<file path="src/ldm_pkg.sv">
package ldm_pkg;

    // ------------------------------------------------------------------
    // Register indices; byte address is four times the index
    // ------------------------------------------------------------------
    localparam logic [7:0] LDM_IDX_CONFIG = 8'h10;
    localparam logic [7:0] LDM_IDX_ENABLE = 8'h11;
    localparam logic [7:0] LDM_IDX_STATUS = 8'h12;
    localparam logic [7:0] LDM_IDX_ALT    = 8'h13;
    localparam logic [7:0] LDM_IDX_MODE   = 8'h1f;

    // ------------------------------------------------------------------
    // Field positions
    // ------------------------------------------------------------------
    localparam int LDM_CFG_AMI     = 7;
    localparam int LDM_CFG_LOS_HI  = 6;
    localparam int LDM_CFG_LOS_LO  = 5;
    localparam int LDM_CFG_ALG     = 2;
    localparam int LDM_CFG_STRICT  = 1;
    localparam int LDM_ST_VIOL     = 7;
    localparam int LDM_ST_LOSCHG   = 6;
    localparam int LDM_ST_SIG      = 5;
    localparam int LDM_ST_ZRUN     = 4;
    localparam int LDM_ST_SIGNAL_LOSS_STATE     = 0;
    localparam int LDM_ALT_EN      = 7;
    localparam int LDM_ALT_FLAG    = 6;
    localparam int LDM_ALT_STATE   = 0;
    localparam int LDM_MODE_T1     = 0;
    localparam int LDM_MODE_HOLD   = 1;

    // ------------------------------------------------------------------
    // Reset values
    // ------------------------------------------------------------------
    localparam logic [7:0] LDM_CONFIG_RST = 8'h00;
    localparam logic [3:0] LDM_ENABLE_RST = 4'h0;
    localparam logic [1:0] LDM_MODE_RST   = 2'h0;

    // ------------------------------------------------------------------
    // Loss thresholds in bit periods, zero-run lengths, density figures
    // ------------------------------------------------------------------
    localparam logic [7:0] LDM_THR_E1_HDB3 = 8'd10;
    localparam logic [7:0] LDM_THR_T1_OR_AMI = 8'd15;
    localparam logic [7:0] LDM_THR_SEL1    = 8'd31;
    localparam logic [7:0] LDM_THR_SEL2    = 8'd63;
    localparam logic [7:0] LDM_THR_SEL3    = 8'd175;
    localparam logic [7:0] LDM_ZRUN_E1     = 8'd4;
    localparam logic [7:0] LDM_ZRUN_T1     = 8'd8;
    localparam logic [7:0] LDM_E1_GOOD_RUN = 8'd255;
    localparam int         LDM_T1_MAX_N    = 23;

endpackage : ldm_pkg

</file>
<file path="src/ldm_density_check.sv">
`timescale 1ns/1ps
`default_nettype none

module ldm_density_check
    import ldm_pkg::*;
#(
    parameter int MAX_N = LDM_T1_MAX_N
) (
    // Clock and reset
    input  wire logic clk,
    input  wire logic rst_n,
    // Bit stream
    input  wire logic clear,
    input  wire logic bit_valid,
    input  wire logic mark,
    // Result
    output logic      density_ok
);

    localparam int WIN = 8 * (MAX_N + 1);

    initial begin
        if (MAX_N < 1 || MAX_N > 30) begin
            $error("ldm_density_check: MAX_N out of range");
        end
    end

    typedef struct packed {
        logic [WIN-1:0]       hist;
        logic [MAX_N-1:0][7:0] ones;
        logic                 ok;
    } ldm_dens_s;

    ldm_dens_s st;
    ldm_dens_s next_st;

    // ------------------------------------------------------------------
    // Sliding ones count for every window of 8(N+1) bits
    // ------------------------------------------------------------------
    always_comb begin
        logic all_ok;
        all_ok  = 1'b1;
        next_st = st;
        if (clear) begin
            next_st = '0;
        end else if (bit_valid) begin
            next_st.hist = {st.hist[WIN-2:0], mark};
            for (int n = 1; n <= MAX_N; n++) begin
                next_st.ones[n-1] = st.ones[n-1] + {7'h00, mark}
                                    - {7'h00, st.hist[8*(n+1)-1]};
                if (next_st.ones[n-1] < 8'(n)) begin
                    all_ok = 1'b0;
                end
            end
            next_st.ok = all_ok;
        end
    end

    // State register
    always_ff @(posedge clk) begin
        if (!rst_n) begin
            st <= '0;
        end else begin
            st <= next_st;
        end
    end

    assign density_ok = st.ok;

endmodule : ldm_density_check

`default_nettype wire

</file>
<file path="src/ldm_line_decoder.sv">
// Contract
// - Receive hold keeps decoder registers at reset.
// - E1 HDB3 violation: stray or same-polarity signatures.
// - Strict select: only same-polarity bipolar violations.
// - Strict select ignored in T1 mode.
// - Algorithm select bit steers recovery loop.
// - AMI select disables HDB3 and B8ZS decoding.
// - E1 HDB3 signature replaced by four zeros.
// - T1 B8ZS signature replaced by eight zeros.
// - Loss threshold from mode, AMI and field.
// - Loss set past threshold, cleared by pulse.
// - Enables gate four events; reset to zero.
// - Event flags latch, clear on status read.
// - Zero-run flag at four E1, eight T1.
// - Signature flag on valid HDB3/B8ZS signature.
// - Loss change flag on any loss change.
// - Violation flag when stream breaks line code.
// - Alternate loss logic runs only without hold.
// - Alternate change flag, read clear, interrupt.
// - Alternate loss asserts after threshold zeros.
// - T1 alternate release needs pulse density windows.
// - E1 alternate release after 255 clean bits.
`timescale 1ns/1ps
`default_nettype none

module ldm_line_decoder
    import ldm_pkg::*;
#(
    parameter int ADDR_W = 8,
    parameter int MAX_N  = LDM_T1_MAX_N
) (
    // Clock and reset
    input  wire logic              clk,
    input  wire logic              rst_n,
    // APB slave
    input  wire logic              psel,
    input  wire logic              penable,
    input  wire logic              pwrite,
    input  wire logic [ADDR_W-1:0] paddr,
    input  wire logic [31:0]       pwdata,
    output logic      [31:0]       prdata,
    output logic                   pready,
    output logic                   pslverr,
    // Line receiver side
    input  wire logic              rx_bit_valid,
    input  wire logic              rx_pos,
    input  wire logic              rx_neg,
    // Decoded data and status
    output logic                   dec_data,
    output logic                   dec_valid,
    output logic                   recovery_algorithm_sel,
    output logic                   signal_loss_state,
    output logic                   strict_loss_state,
    output logic                   irq_out_n
);

    initial begin
        if (ADDR_W < 7 || ADDR_W > 32) begin
            $error("ldm_line_decoder: ADDR_W out of range");
        end
    end

    // ------------------------------------------------------------------
    // Decode helpers
    // ------------------------------------------------------------------
    // threshold select
    function automatic logic [7:0] ldm_threshold(input logic       t1,
                                                 input logic       ami,
                                                 input logic [1:0] sel);
        logic [7:0] thr;
        thr = LDM_THR_SEL3;
        if (sel == 2'h0) begin
            thr = (t1 || ami) ? LDM_THR_T1_OR_AMI : LDM_THR_E1_HDB3;
        end else if (sel == 2'h1) begin
            thr = LDM_THR_SEL1;
        end else if (sel == 2'h2) begin
            thr = LDM_THR_SEL2;
        end
        return thr;
    endfunction : ldm_threshold

    function automatic logic ldm_hit(input logic [ADDR_W-1:0] a,
                                     input logic [7:0]        idx);
        return a == ADDR_W'({idx, 2'b00});
    endfunction : ldm_hit

    typedef struct packed {
        logic [7:0]  cfg;
        logic [3:0]  en;
        logic [3:0]  flags;
        logic        los;
        logic        alt_en;
        logic        alt_flag;
        logic        alt_los;
        logic [1:0]  mode;
        logic [7:0]  zcnt;
        logic [7:0]  good;
        logic        seen;
        logic        last_pol;
        logic        bpv_seen;
        logic        last_bpv_pol;
        logic [7:0]  hmark;
        logic [7:0]  hpol;
        logic [7:0]  hprev;
        logic [7:0]  hbpv;
        logic [7:0]  dly;
        logic        dec_data;
        logic        dec_valid;
        logic [31:0] prdata;
        logic        pslverr;
    } ldm_state_s;

    ldm_state_s st;
    ldm_state_s next_st;
    logic       density_ok;

    // ------------------------------------------------------------------
    // T1 pulse density checker for alternate loss release
    // ------------------------------------------------------------------
    ldm_density_check #(
        .MAX_N      (MAX_N)
    ) u_density (
        .clk        (clk),
        .rst_n      (rst_n),
        .clear      (st.mode[LDM_MODE_HOLD] | ~st.alt_los),
        .bit_valid  (rx_bit_valid),
        .mark       (rx_pos | rx_neg),
        .density_ok (density_ok)
    );

    // ------------------------------------------------------------------
    // Next-state logic
    // ------------------------------------------------------------------
    always_comb begin
        logic       t1;
        logic       ami;
        logic       hold;
        logic       access;
        logic       setup;
        logic       mark;
        logic       pol;
        logic       bpv;
        logic       e1_sig;
        logic       t1_sig;
        logic       lcv;
        logic       zrun;
        logic       los_nx;
        logic       alt_nx;
        logic       rd_stat;
        logic       rd_alt;
        logic [7:0] thr;
        logic [7:0] zc;
        logic [7:0] nm;
        logic [7:0] np;
        logic [3:0] ev;
        t1      = st.mode[LDM_MODE_T1];
        hold    = st.mode[LDM_MODE_HOLD];
        ami     = st.cfg[LDM_CFG_AMI];
        access  = psel && penable;
        setup   = psel && !penable;
        mark    = rx_pos | rx_neg;
        pol     = rx_pos;
        bpv     = 1'b0;
        e1_sig  = 1'b0;
        t1_sig  = 1'b0;
        lcv     = 1'b0;
        zrun    = 1'b0;
        los_nx  = st.los;
        alt_nx  = st.alt_los;
        rd_stat = access && !pwrite && ldm_hit(paddr, LDM_IDX_STATUS);
        rd_alt  = access && !pwrite && ldm_hit(paddr, LDM_IDX_ALT);
        thr     = ldm_threshold(t1, ami, {st.cfg[LDM_CFG_LOS_HI], st.cfg[LDM_CFG_LOS_LO]});
        zc      = st.zcnt;
        nm      = {st.hmark[6:0], mark};
        np      = {st.hpol[6:0], pol};
        ev      = 4'h0;
        next_st = st;
        next_st.dec_valid = 1'b0;

        // Register writes at the access phase
        if (access && pwrite) begin
            if (ldm_hit(paddr, LDM_IDX_CONFIG)) begin
                next_st.cfg = pwdata[7:0];
            end else if (ldm_hit(paddr, LDM_IDX_ENABLE)) begin
                next_st.en = pwdata[7:4];
            end else if (ldm_hit(paddr, LDM_IDX_ALT)) begin
                next_st.alt_en = pwdata[LDM_ALT_EN];
            end else if (ldm_hit(paddr, LDM_IDX_MODE)) begin
                next_st.mode = pwdata[1:0];
            end
        end

        // Line symbol processing, one step per bit period
        if (rx_bit_valid) begin
            bpv = mark && st.seen && (pol == st.last_pol);
            // E1 signature: violation after two zeros
            e1_sig = !t1 && bpv && !st.hmark[0] && !st.hmark[1];
            t1_sig = t1 && (nm == 8'h1b) && (np[4] == st.hprev[6])
                     && (np[3] != np[4]) && (np[1] == np[3]) && (np[0] == np[4])
                     && (np[4] == st.hprev[6]);
            next_st.hmark = nm;
            next_st.hpol  = np;
            next_st.hprev = {st.hprev[6:0], st.last_pol};
            next_st.hbpv  = {st.hbpv[6:0], bpv};
            if (mark) begin
                next_st.seen     = 1'b1;
                next_st.last_pol = pol;
            end
            if (t1) begin
                if (ami) begin
                    lcv = bpv;
                end else begin
                    if (t1_sig) begin
                        next_st.hbpv[4] = 1'b0;
                        next_st.hbpv[1] = 1'b0;
                    end
                    lcv = st.hbpv[7];
                end
            end else if (ami) begin
                lcv = bpv;
            end else if (st.cfg[LDM_CFG_STRICT]) begin
                lcv = bpv && st.bpv_seen && (pol == st.last_bpv_pol);
            end else begin
                lcv = (bpv && !e1_sig)
                      || (e1_sig && st.bpv_seen && (pol == st.last_bpv_pol));
            end
            if (bpv) begin
                next_st.bpv_seen     = 1'b1;
                next_st.last_bpv_pol = pol;
            end
            // Decoded bit delay line with substitution
            next_st.dly       = {st.dly[6:0], mark};
            next_st.dec_data  = st.dly[7];
            next_st.dec_valid = 1'b1;
            if (!ami && e1_sig) begin
                next_st.dly[3:0] = 4'h0;
            end else if (!ami && t1_sig) begin
                next_st.dly = 8'h00;
            end
            // Zero run counting
            zc   = mark ? 8'h00 : ((st.zcnt == 8'hff) ? st.zcnt : st.zcnt + 8'h01);
            next_st.zcnt = zc;
            zrun = !mark && (zc == (t1 ? LDM_ZRUN_T1 : LDM_ZRUN_E1));
            // set past threshold, clear on pulse
            if (mark) begin
                los_nx = 1'b0;
            end else if (zc > thr) begin
                los_nx = 1'b1;
            end
            if (zc >= LDM_ZRUN_E1) begin
                next_st.good = 8'h00;
            end else if (st.good != LDM_E1_GOOD_RUN) begin
                next_st.good = st.good + 8'h01;
            end
            if (!st.alt_los && zc >= thr) begin
                alt_nx = 1'b1;
            end else if (st.alt_los && !t1 && next_st.good == LDM_E1_GOOD_RUN) begin
                alt_nx = 1'b0;
            end
        end
        if (st.alt_los && t1 && density_ok) begin
            alt_nx = 1'b0;
        end

        // violation, loss change, signature, zero run
        ev = {lcv, los_nx != st.los, e1_sig | t1_sig, zrun};
        next_st.los = los_nx;
        // read clears only what was read, set wins
        next_st.flags = (rd_stat ? (st.flags & ~st.prdata[7:4]) : st.flags) | ev;

        // alternate loss runs only without hold
        next_st.alt_los = alt_nx;
        // change flag, read clears, set wins
        next_st.alt_flag = (rd_alt ? (st.alt_flag & ~st.prdata[LDM_ALT_FLAG]) : st.alt_flag)
                           | (alt_nx != st.alt_los);

        // Read data captured in the setup cycle
        if (setup) begin
            next_st.prdata  = 32'h0000_0000;
            next_st.pslverr = 1'b0;
            if (ldm_hit(paddr, LDM_IDX_CONFIG)) begin
                next_st.prdata[7:0] = st.cfg;
            end else if (ldm_hit(paddr, LDM_IDX_ENABLE)) begin
                next_st.prdata[7:4] = st.en;
            end else if (ldm_hit(paddr, LDM_IDX_STATUS)) begin
                next_st.prdata[7:4]         = st.flags;
                next_st.prdata[LDM_ST_SIGNAL_LOSS_STATE] = st.los;
            end else if (ldm_hit(paddr, LDM_IDX_ALT)) begin
                next_st.prdata[LDM_ALT_EN]    = st.alt_en;
                next_st.prdata[LDM_ALT_FLAG]  = st.alt_flag;
                next_st.prdata[LDM_ALT_STATE] = st.alt_los;
            end else if (ldm_hit(paddr, LDM_IDX_MODE)) begin
                next_st.prdata[1:0] = st.mode;
            end else begin
                next_st.pslverr = 1'b1;
            end
        end

        // hold keeps registers and decoder at reset
        if (hold) begin
            next_st.cfg          = LDM_CONFIG_RST;
            next_st.en           = LDM_ENABLE_RST;
            next_st.flags        = 4'h0;
            next_st.los          = 1'b0;
            next_st.alt_en       = 1'b0;
            next_st.alt_flag     = 1'b0;
            next_st.alt_los      = 1'b0;
            next_st.zcnt         = 8'h00;
            next_st.good         = 8'h00;
            next_st.seen         = 1'b0;
            next_st.bpv_seen     = 1'b0;
            next_st.hmark        = 8'h00;
            next_st.hbpv         = 8'h00;
            next_st.dly          = 8'h00;
            next_st.dec_data     = 1'b0;
            next_st.dec_valid    = 1'b0;
        end
    end

    // ------------------------------------------------------------------
    // State register
    // ------------------------------------------------------------------
    always_ff @(posedge clk) begin
        if (!rst_n) begin
            st      <= '0;
            st.mode <= LDM_MODE_RST;
        end else begin
            st <= next_st;
        end
    end

    // ------------------------------------------------------------------
    // Outputs
    // ------------------------------------------------------------------
    assign prdata                 = st.prdata;
    assign pready                 = 1'b1;
    assign pslverr                = st.pslverr & psel & penable;
    assign dec_data               = st.dec_data;
    assign dec_valid              = st.dec_valid;
    // algorithm select drives the recovery loop
    assign recovery_algorithm_sel = st.cfg[LDM_CFG_ALG];
    assign signal_loss_state      = st.los;
    assign strict_loss_state      = st.alt_los;
    assign irq_out_n = ~(|(st.flags & st.en) | (st.alt_flag & st.alt_en));

endmodule : ldm_line_decoder

`default_nettype wire

</file>
<file path="config.mk">
export PLATFORM = sky130hd
export DESIGN_NAME = ldm_line_decoder
export DESIGN_NICKNAME = d
export VERILOG_FILES = /design/src/ldm_pkg.sv /design/src/ldm_density_check.sv /design/src/ldm_line_decoder.sv
export SDC_FILE = /design/constraint.sdc
export NUM_CORES = 1
export LEC_CHECK = 0
export ABC_AREA = 1
export BUFFER_PORTS_ARGS = -buffer_cell sky130_fd_sc_hd__buf_2
export CELL_PAD_IN_SITES_DETAIL_PLACEMENT = 2
export CELL_PAD_IN_SITES_GLOBAL_PLACEMENT = 2
export CORE_MARGIN = 1.5
export CORE_UTILIZATION = 40
export CTS_BUF_LIST = sky130_fd_sc_hd__clkbuf_4 sky130_fd_sc_hd__clkbuf_8
export DETAILED_ROUTE_END_ITERATION = 12
export GPL_ROUTABILITY_DRIVEN = 0
export PLACE_DENSITY = 0.93
export SKIP_CTS_REPAIR_TIMING = 1
export SYNTH_ARGS = -nofsm -noshare
export SYNTH_HDL_FRONTEND = slang
export SYNTH_SLANG_ARGS = --single-unit
</file>
<file path="constraint.sdc">
create_clock -name clk -period 5.79 [get_ports clk]
set_input_delay 0.8685 -clock clk [delete_from_list [all_inputs] [get_ports clk]]
set_output_delay 0.8685 -clock clk [all_outputs]
set_load 0.02 [all_outputs]
</file>
* Word level (Yosys, flattened, before mapping)
Cells that the tools add are included.
** Cells by class
- $add $sub $neg :: 48
- Order comparisons :: 26
- Equality and inequality tests :: 20
- Mux-type cells :: 77
- Bitwise logic cells :: 20
- Reductions and logical operators :: 51
** Operators with widths (count)
- adder 8 x 1 -> 8 bit :: 23
- subtractor 8 x 1 -> 8 bit :: 23
- 2-to-1 mux 8 bit :: 9
- less-than comparator 8 x 4 -> 1 bit (second input constant) :: 8
- less-than comparator 8 x 5 -> 1 bit (second input constant) :: 8
- 2-to-1 mux 1 bit :: 54
- == test 8 x 7 -> 1 bit (second input constant) :: 5
- less-than comparator 8 x 3 -> 1 bit (second input constant) :: 4
- logical AND 1 bit :: 30
- 2-to-1 mux 4 bit :: 6
- adder 8 x 1 -> 8 bit (second input constant) :: 2
- == test 8 bit (second input constant) :: 2
- less-than comparator 8 x 2 -> 1 bit (second input constant) :: 2
- 2-to-1 mux 2 bit :: 6
- zero test 1 bit :: 9
- bitwise AND 4 bit :: 2
- == test 8 x 4 -> 1 bit :: 1
- == test 8 x 5 -> 1 bit (second input constant) :: 1
- >= comparator 8 x 3 -> 1 bit (second input constant) :: 1
- >= comparator 8 bit :: 1
- > comparator 8 bit :: 1
- less-than comparator 8 x 1 -> 1 bit (second input constant) :: 1
- != test 8 bit (second input constant) :: 1
- inverter 1 bit :: 7
- 17 further kinds :: 35
** Word-level totals
- Register bits :: 464
- Output and inout port bits :: 40
- Word-level logic and storage cells :: 290

* Logic depth before layout (Yosys ltp)
- Depth in word-level cells :: 27
- Gate-level depth with buffers :: 26
- Gate-level depth less buffers :: 24

* Modules after synthesis
Synthesis repeated with hierarchy kept, for this count alone.
** Second synthesis, totals
- Cell total of the unflattened synthesis :: 3679
- Area total of the unflattened synthesis :: 26077.5 sq um
** By module, submodules not included
- ldm_density_check :: instances 1, cells each 3070, area each 21632.0 sq um
- ldm_line_decoder :: instances 1, cells each 609, area each 4445.5 sq um

* Worst setup path before layout
No wires, ideal clock.
- Path type :: input to register
- Start :: in rx_pos
- End :: reg u_density.st (netlist bit u_density.density_ok)
- Library setup time :: 0.132 ns
- Data arrival time :: 3.376 ns
- Required time :: 5.658 ns
- Path slack :: 2.282 ns
- Stages on the path :: 25
- Path buffers :: 3
- Path through :: buf_4 > nor2_4 > inv_2 > clkbuf_1 > buf_2 > nor2_1 > inv_1 > nand2_1 > ha_1 > inv_1 > fa_1 > inv_1 > nand3_1 > nand2_1 > nand2_1 > nand2_1 > nand3b_1 > nor2_1 > nand3_1 > nand2_1 > inv_1 > nand2_1 > nor2_1 > nand2_1 > a21oi_1
** On the way
- Word-level cells in the longest chain between the ends :: 27
- Elaborated cells between the ends (all ways) :: 93
- Classes of those cells :: add/sub: 46; order compare: 23; mux: 23; bitwise: 1
** Ends and longest elaborated chain
- start, declared :: RTL line ldm_line_decoder.sv:46 : input wire logic rx_pos,
- OR 1 bit (*) :: RTL line ldm_line_decoder.sv:127 : .mark (rx_pos | rx_neg),
- adder 8 x 1 -> 8 bit :: RTL line ldm_density_check.sv:49 : next_st.ones[n-1] = st.ones[n-1] + {7'h00, mark}
- subtractor 8 x 1 -> 8 bit :: RTL line ldm_density_check.sv:50 : - {7'h00, st.hist[8*(n+1)-1]};
- less-than comparator 8 x 1 -> 1 bit :: RTL line ldm_density_check.sv:51 : if (next_st.ones[n-1] < 8'(n)) begin
- 2-to-1 mux 1 bit (22 in series) :: RTL line ldm_density_check.sv:51
- 2-to-1 mux 1 bit (*) :: RTL line ldm_density_check.sv:51
- end signal, assigned :: RTL line ldm_density_check.sv:64 : st <= next_st;
- end, declared :: RTL line ldm_density_check.sv:34 : ldm_dens_s st;
Every way passes the cells marked *; elsewhere a longest branch is shown, timed or not.
A chain may end at the register's enable or synchronous reset.

* Worst setup path after layout
Ends and elaborated chain as after synthesis.

==> summary.txt <==
Detailed routing
  • DRC Markers: 0
  • First-pass iteration count of the detailed router: 5
  • ANT nets after route: 0
  • Iteration-0 DRC Markers: 1533
  • Drt wl/cell: 25.2 um
  • Routed WL: 122 mm
  • Via count: 27.8k
  • DR vias/cell: 5.73

Power
  • Combinational group share of total power: 0.037
  • Net Sw Frac: 0.273
  • Clock share of power: 0.518
  • VDD IR max: 0.000137 V
  • Net Switching: 1.97 mW
  • Reg power frac: 0.445
  • Power Dens Cells: 247 mW/mm^2
  • Static leakage: 13.7 nW
  • Internal power: 5.25 mW

Worst setup path
  • Worst endpoint data arrival time: 4.73 ns
  • Reg2Reg Setup Slack: 2.13 ns
  • Critical path launch point type: input port
  • Critical Path RT: 6.45 ns
  • Worst flop-to-flop path endpoint: u_density.density_ok$_SDFFE_PP0P_
  • WS Path Type: input port to flop
  • Worst Reg-to-Reg Cells: 20
  • Setup crit end kind: flop
  • R2R Path Start: u_density.st[272]$_SDFFE_PP0P_
  • CP Max Fanout: 20

Die
  • Horiz. Die Dim: 261 um
  • Die Footprint: 0.0682 mm^2
  • Site Rows: 94
  • Core area: 0.0659 mm^2
  • Die Y: 261 um
  • Io pins: 88
  • Initial core utilization: 0.405

Clock tree
  • TritonCTS clock tree: built
  • H-tree levels: 3
  • CTS clk-pin slew, worst paths: 0.07 ns
  • TritonCTS buffer count: 89
  • Worst skew pair latency: 0.76 ns
  • Max clock buf depth: 3
  • CTS Sinks: 464
  • Clock Tree Root: clkbuf_8

Hold path
  • Hold depth: 3
  • Worst hold path type: input port to flop
  • Hold Crit Start: pwdata[3]
  • Hold endpoint: st[112]$_SDFFE_PP0P_

Logic synthesis
  • Post-Syn Instances: 3932
  • Post-synth cell types: 49
  • Number of synthesis warnings: 0
  • Post-synthesis register bit count: 464
  • Syn Std Cell Area: 0.0266 mm^2
  • Avg Cell Area, Syn: 6.78 um^2
  • Register area share after synthesis: 0.349

Outcome
  • Status: finished clean

Place
  • Place WS: 1.41 ns
  • Buffers added on ports: 38
  • Detailed Place HPWL: 69.4 mm
  • Placed cell count: 4693

STA
  • Fin crit share: 0.703
  • Final hold vios: 0
  • Max-slew violation count: 0
  • Headroom to the max-slew limit: 0.356
  • Final hold slack: 0.364 ns
  • Unrepaired setup endpoints after global routing: no
  • Max Clock Freq: 246 MHz
  • Least-Margin Pin Slew: 0.966 ns
  • Worst setup margin: 1.72 ns
  • Final setup TNS: 0 ns
  • Final setup fails: 0
  • Minimum clock period: 4.07 ns
  • Worst Clk Skew: 0.0472 ns

Global route
  • Vias in the first global route: 32.5k
  • Global route overflow: 0
  • Largest net degree at the start of global routing: 189
  • Gr usage total: 0.354
  • Initial antenna violation count: 1
  • First-pass GRT wire length: 189 mm

Finish
  • Commonest non-fill, non-tap cell in the layout: nand2_1
  • Most frequent cells in the layout: 1189 x nand2_1, 610 x inv_1, 464 x dfxtp_1
  • Post-Layout Cell Count: 4855
  • Fraction of layout cells with a size suffix above 1: 0.0639
  • Area growth, synth to finish: 9.94%
  • Net count reported at finish: 4162

Job
  • Max-Cap Viols: 0
critical path, cell delays in order:
cell and delay, ns:
buf_2 0.17, nor2_4 0.15, inv_2 0.25, buf_4 0.31, nor2_1 0.39, inv_1 0.15, nand2_1 0.11, ha_1 0.21
inv_1 0.13, fa_1 0.48, inv_1 0.13, nand2_1 0.09, nand3b_1 0.10, nand2_1 0.10, nand2_1 0.11, nor2_1 0.06
nand3_1 0.06, nand2_1 0.09, nor2_1 0.22, nand2_1 0.15, nor2_1 0.15, nand2_1 0.07, a21oi_1 0.14
state kept, by name, indices dropped and copies added, names as in the netlist:
register                count
signal_loss_state           1
dec_valid                   1
prdata                      8
u_density.st              376
dec_data                    1
strict_loss_state           1
recovery_algorithm_sel      1
u_density.density_ok        1
st                         74
power by group through the flow:
stage / logic (mW) / registers (mW) / clock network (mW)
final: 0.268 / 3.22 / 3.74
after detailed placement: 0.250 / 3.29 / 0
after CTS: 0.264 / 3.22 / 3.78
after global placement: 0.235 / 3.29 / 0
after global routing: 0.288 / 3.22 / 3.90
after floorplan: 0.188 / 3.28 / 0
synth_stat cells, drive strengths merged:
library cell	count	area, um^2
o21ai	128	641
a21o	11	82.6
xnor2	36	315
buf	67	405
a31oi	4	25.0
clkbuf	113	428
o2111ai	3	26.3
and3	1	6.26
nor4	2	12.5
nand3	210	1090
o211ai	66	495
inv	616	2310
clkinv	2	7.51
nor3	8	61.3
xor2	31	272
o41ai	2	17.5
nand3b	37	290
conb	2	7.51
nand2b	2	12.5
o221ai	1	8.76
a22o	2	17.5
nand2	1195	4520
o21bai	2	15.0
a211oi	7	52.6
or2	11	68.8
o22ai	22	138
ha	171	2140
dfxtp	464	9290
nor2	183	714
o21a	16	120
nand4	80	507
a21oi	408	2040
a21boi	2	15.0
fa	23	460
a32o	4	40.0
final cells by class:
| cell class | instances | area, um^2 |
|---|---|---|
| antenna | 1 | 2.50 |
| clock buffer | 140 | 1760 |
| clock inverter | 21 | 176 |
| fill | 7842 | 36600 |
| inverter | 618 | 2330 |
| multi-input combinational | 2693 | 14300 |
| sequential | 464 | 9290 |
| tap | 864 | 1080 |
| timing repair buffer | 54 | 358 |
worst max path at each step:
stage,from,end,slack (ns),cells after the start
after floorplan,rx_pos,u_density.density_ok$_SDFFE_PP0P_,2.28,25
after global placement,rx_pos,u_density.density_ok$_SDFFE_PP0P_,1.72,20
after detailed placement,rx_pos,u_density.density_ok$_SDFFE_PP0P_,1.41,23
after CTS,rx_pos,u_density.density_ok$_SDFFE_PP0P_,1.83,23
after global routing,rx_pos,u_density.density_ok$_SDFFE_PP0P_,1.56,23
final,rx_pos,u_density.density_ok$_SDFFE_PP0P_,1.72,23
through the flow:
stage | utilization | instance area, um^2 | power, mW
5_1_grt | 0.445 | 29300 | 7.41
3_3_place_gp | 0.415 | 27400 | 3.52
2_1_floorplan | - | 26700 | 3.47
3_5_place_dp | 0.415 | 27400 | 3.54
4_1_cts | 0.445 | 29300 | 7.26
6_report | 0.445 | 29300 | 7.23
metal layers:
metal	up-vias	GRT usage	wire length, um
met5	-	0	0
met4	0	0.235	8330
met3	500	0.0560	4190
met2	844	0.678	65300
met1	14000	0.350	44400
li1	12500	-	-
cells by family after synthesis:
| logic type | share of synthesized area |
|---|---|
| simple gates | 0.273 |
| buf+inv | 0.118 |
| compound gates | 0.140 |
| flops | 0.349 |
| fa+ha+maj | 0.0976 |
| xor+xnor | 0.0220 |
| other cells | 0.000282 |
Note: power is estimated with default switching activity, not from simulation.
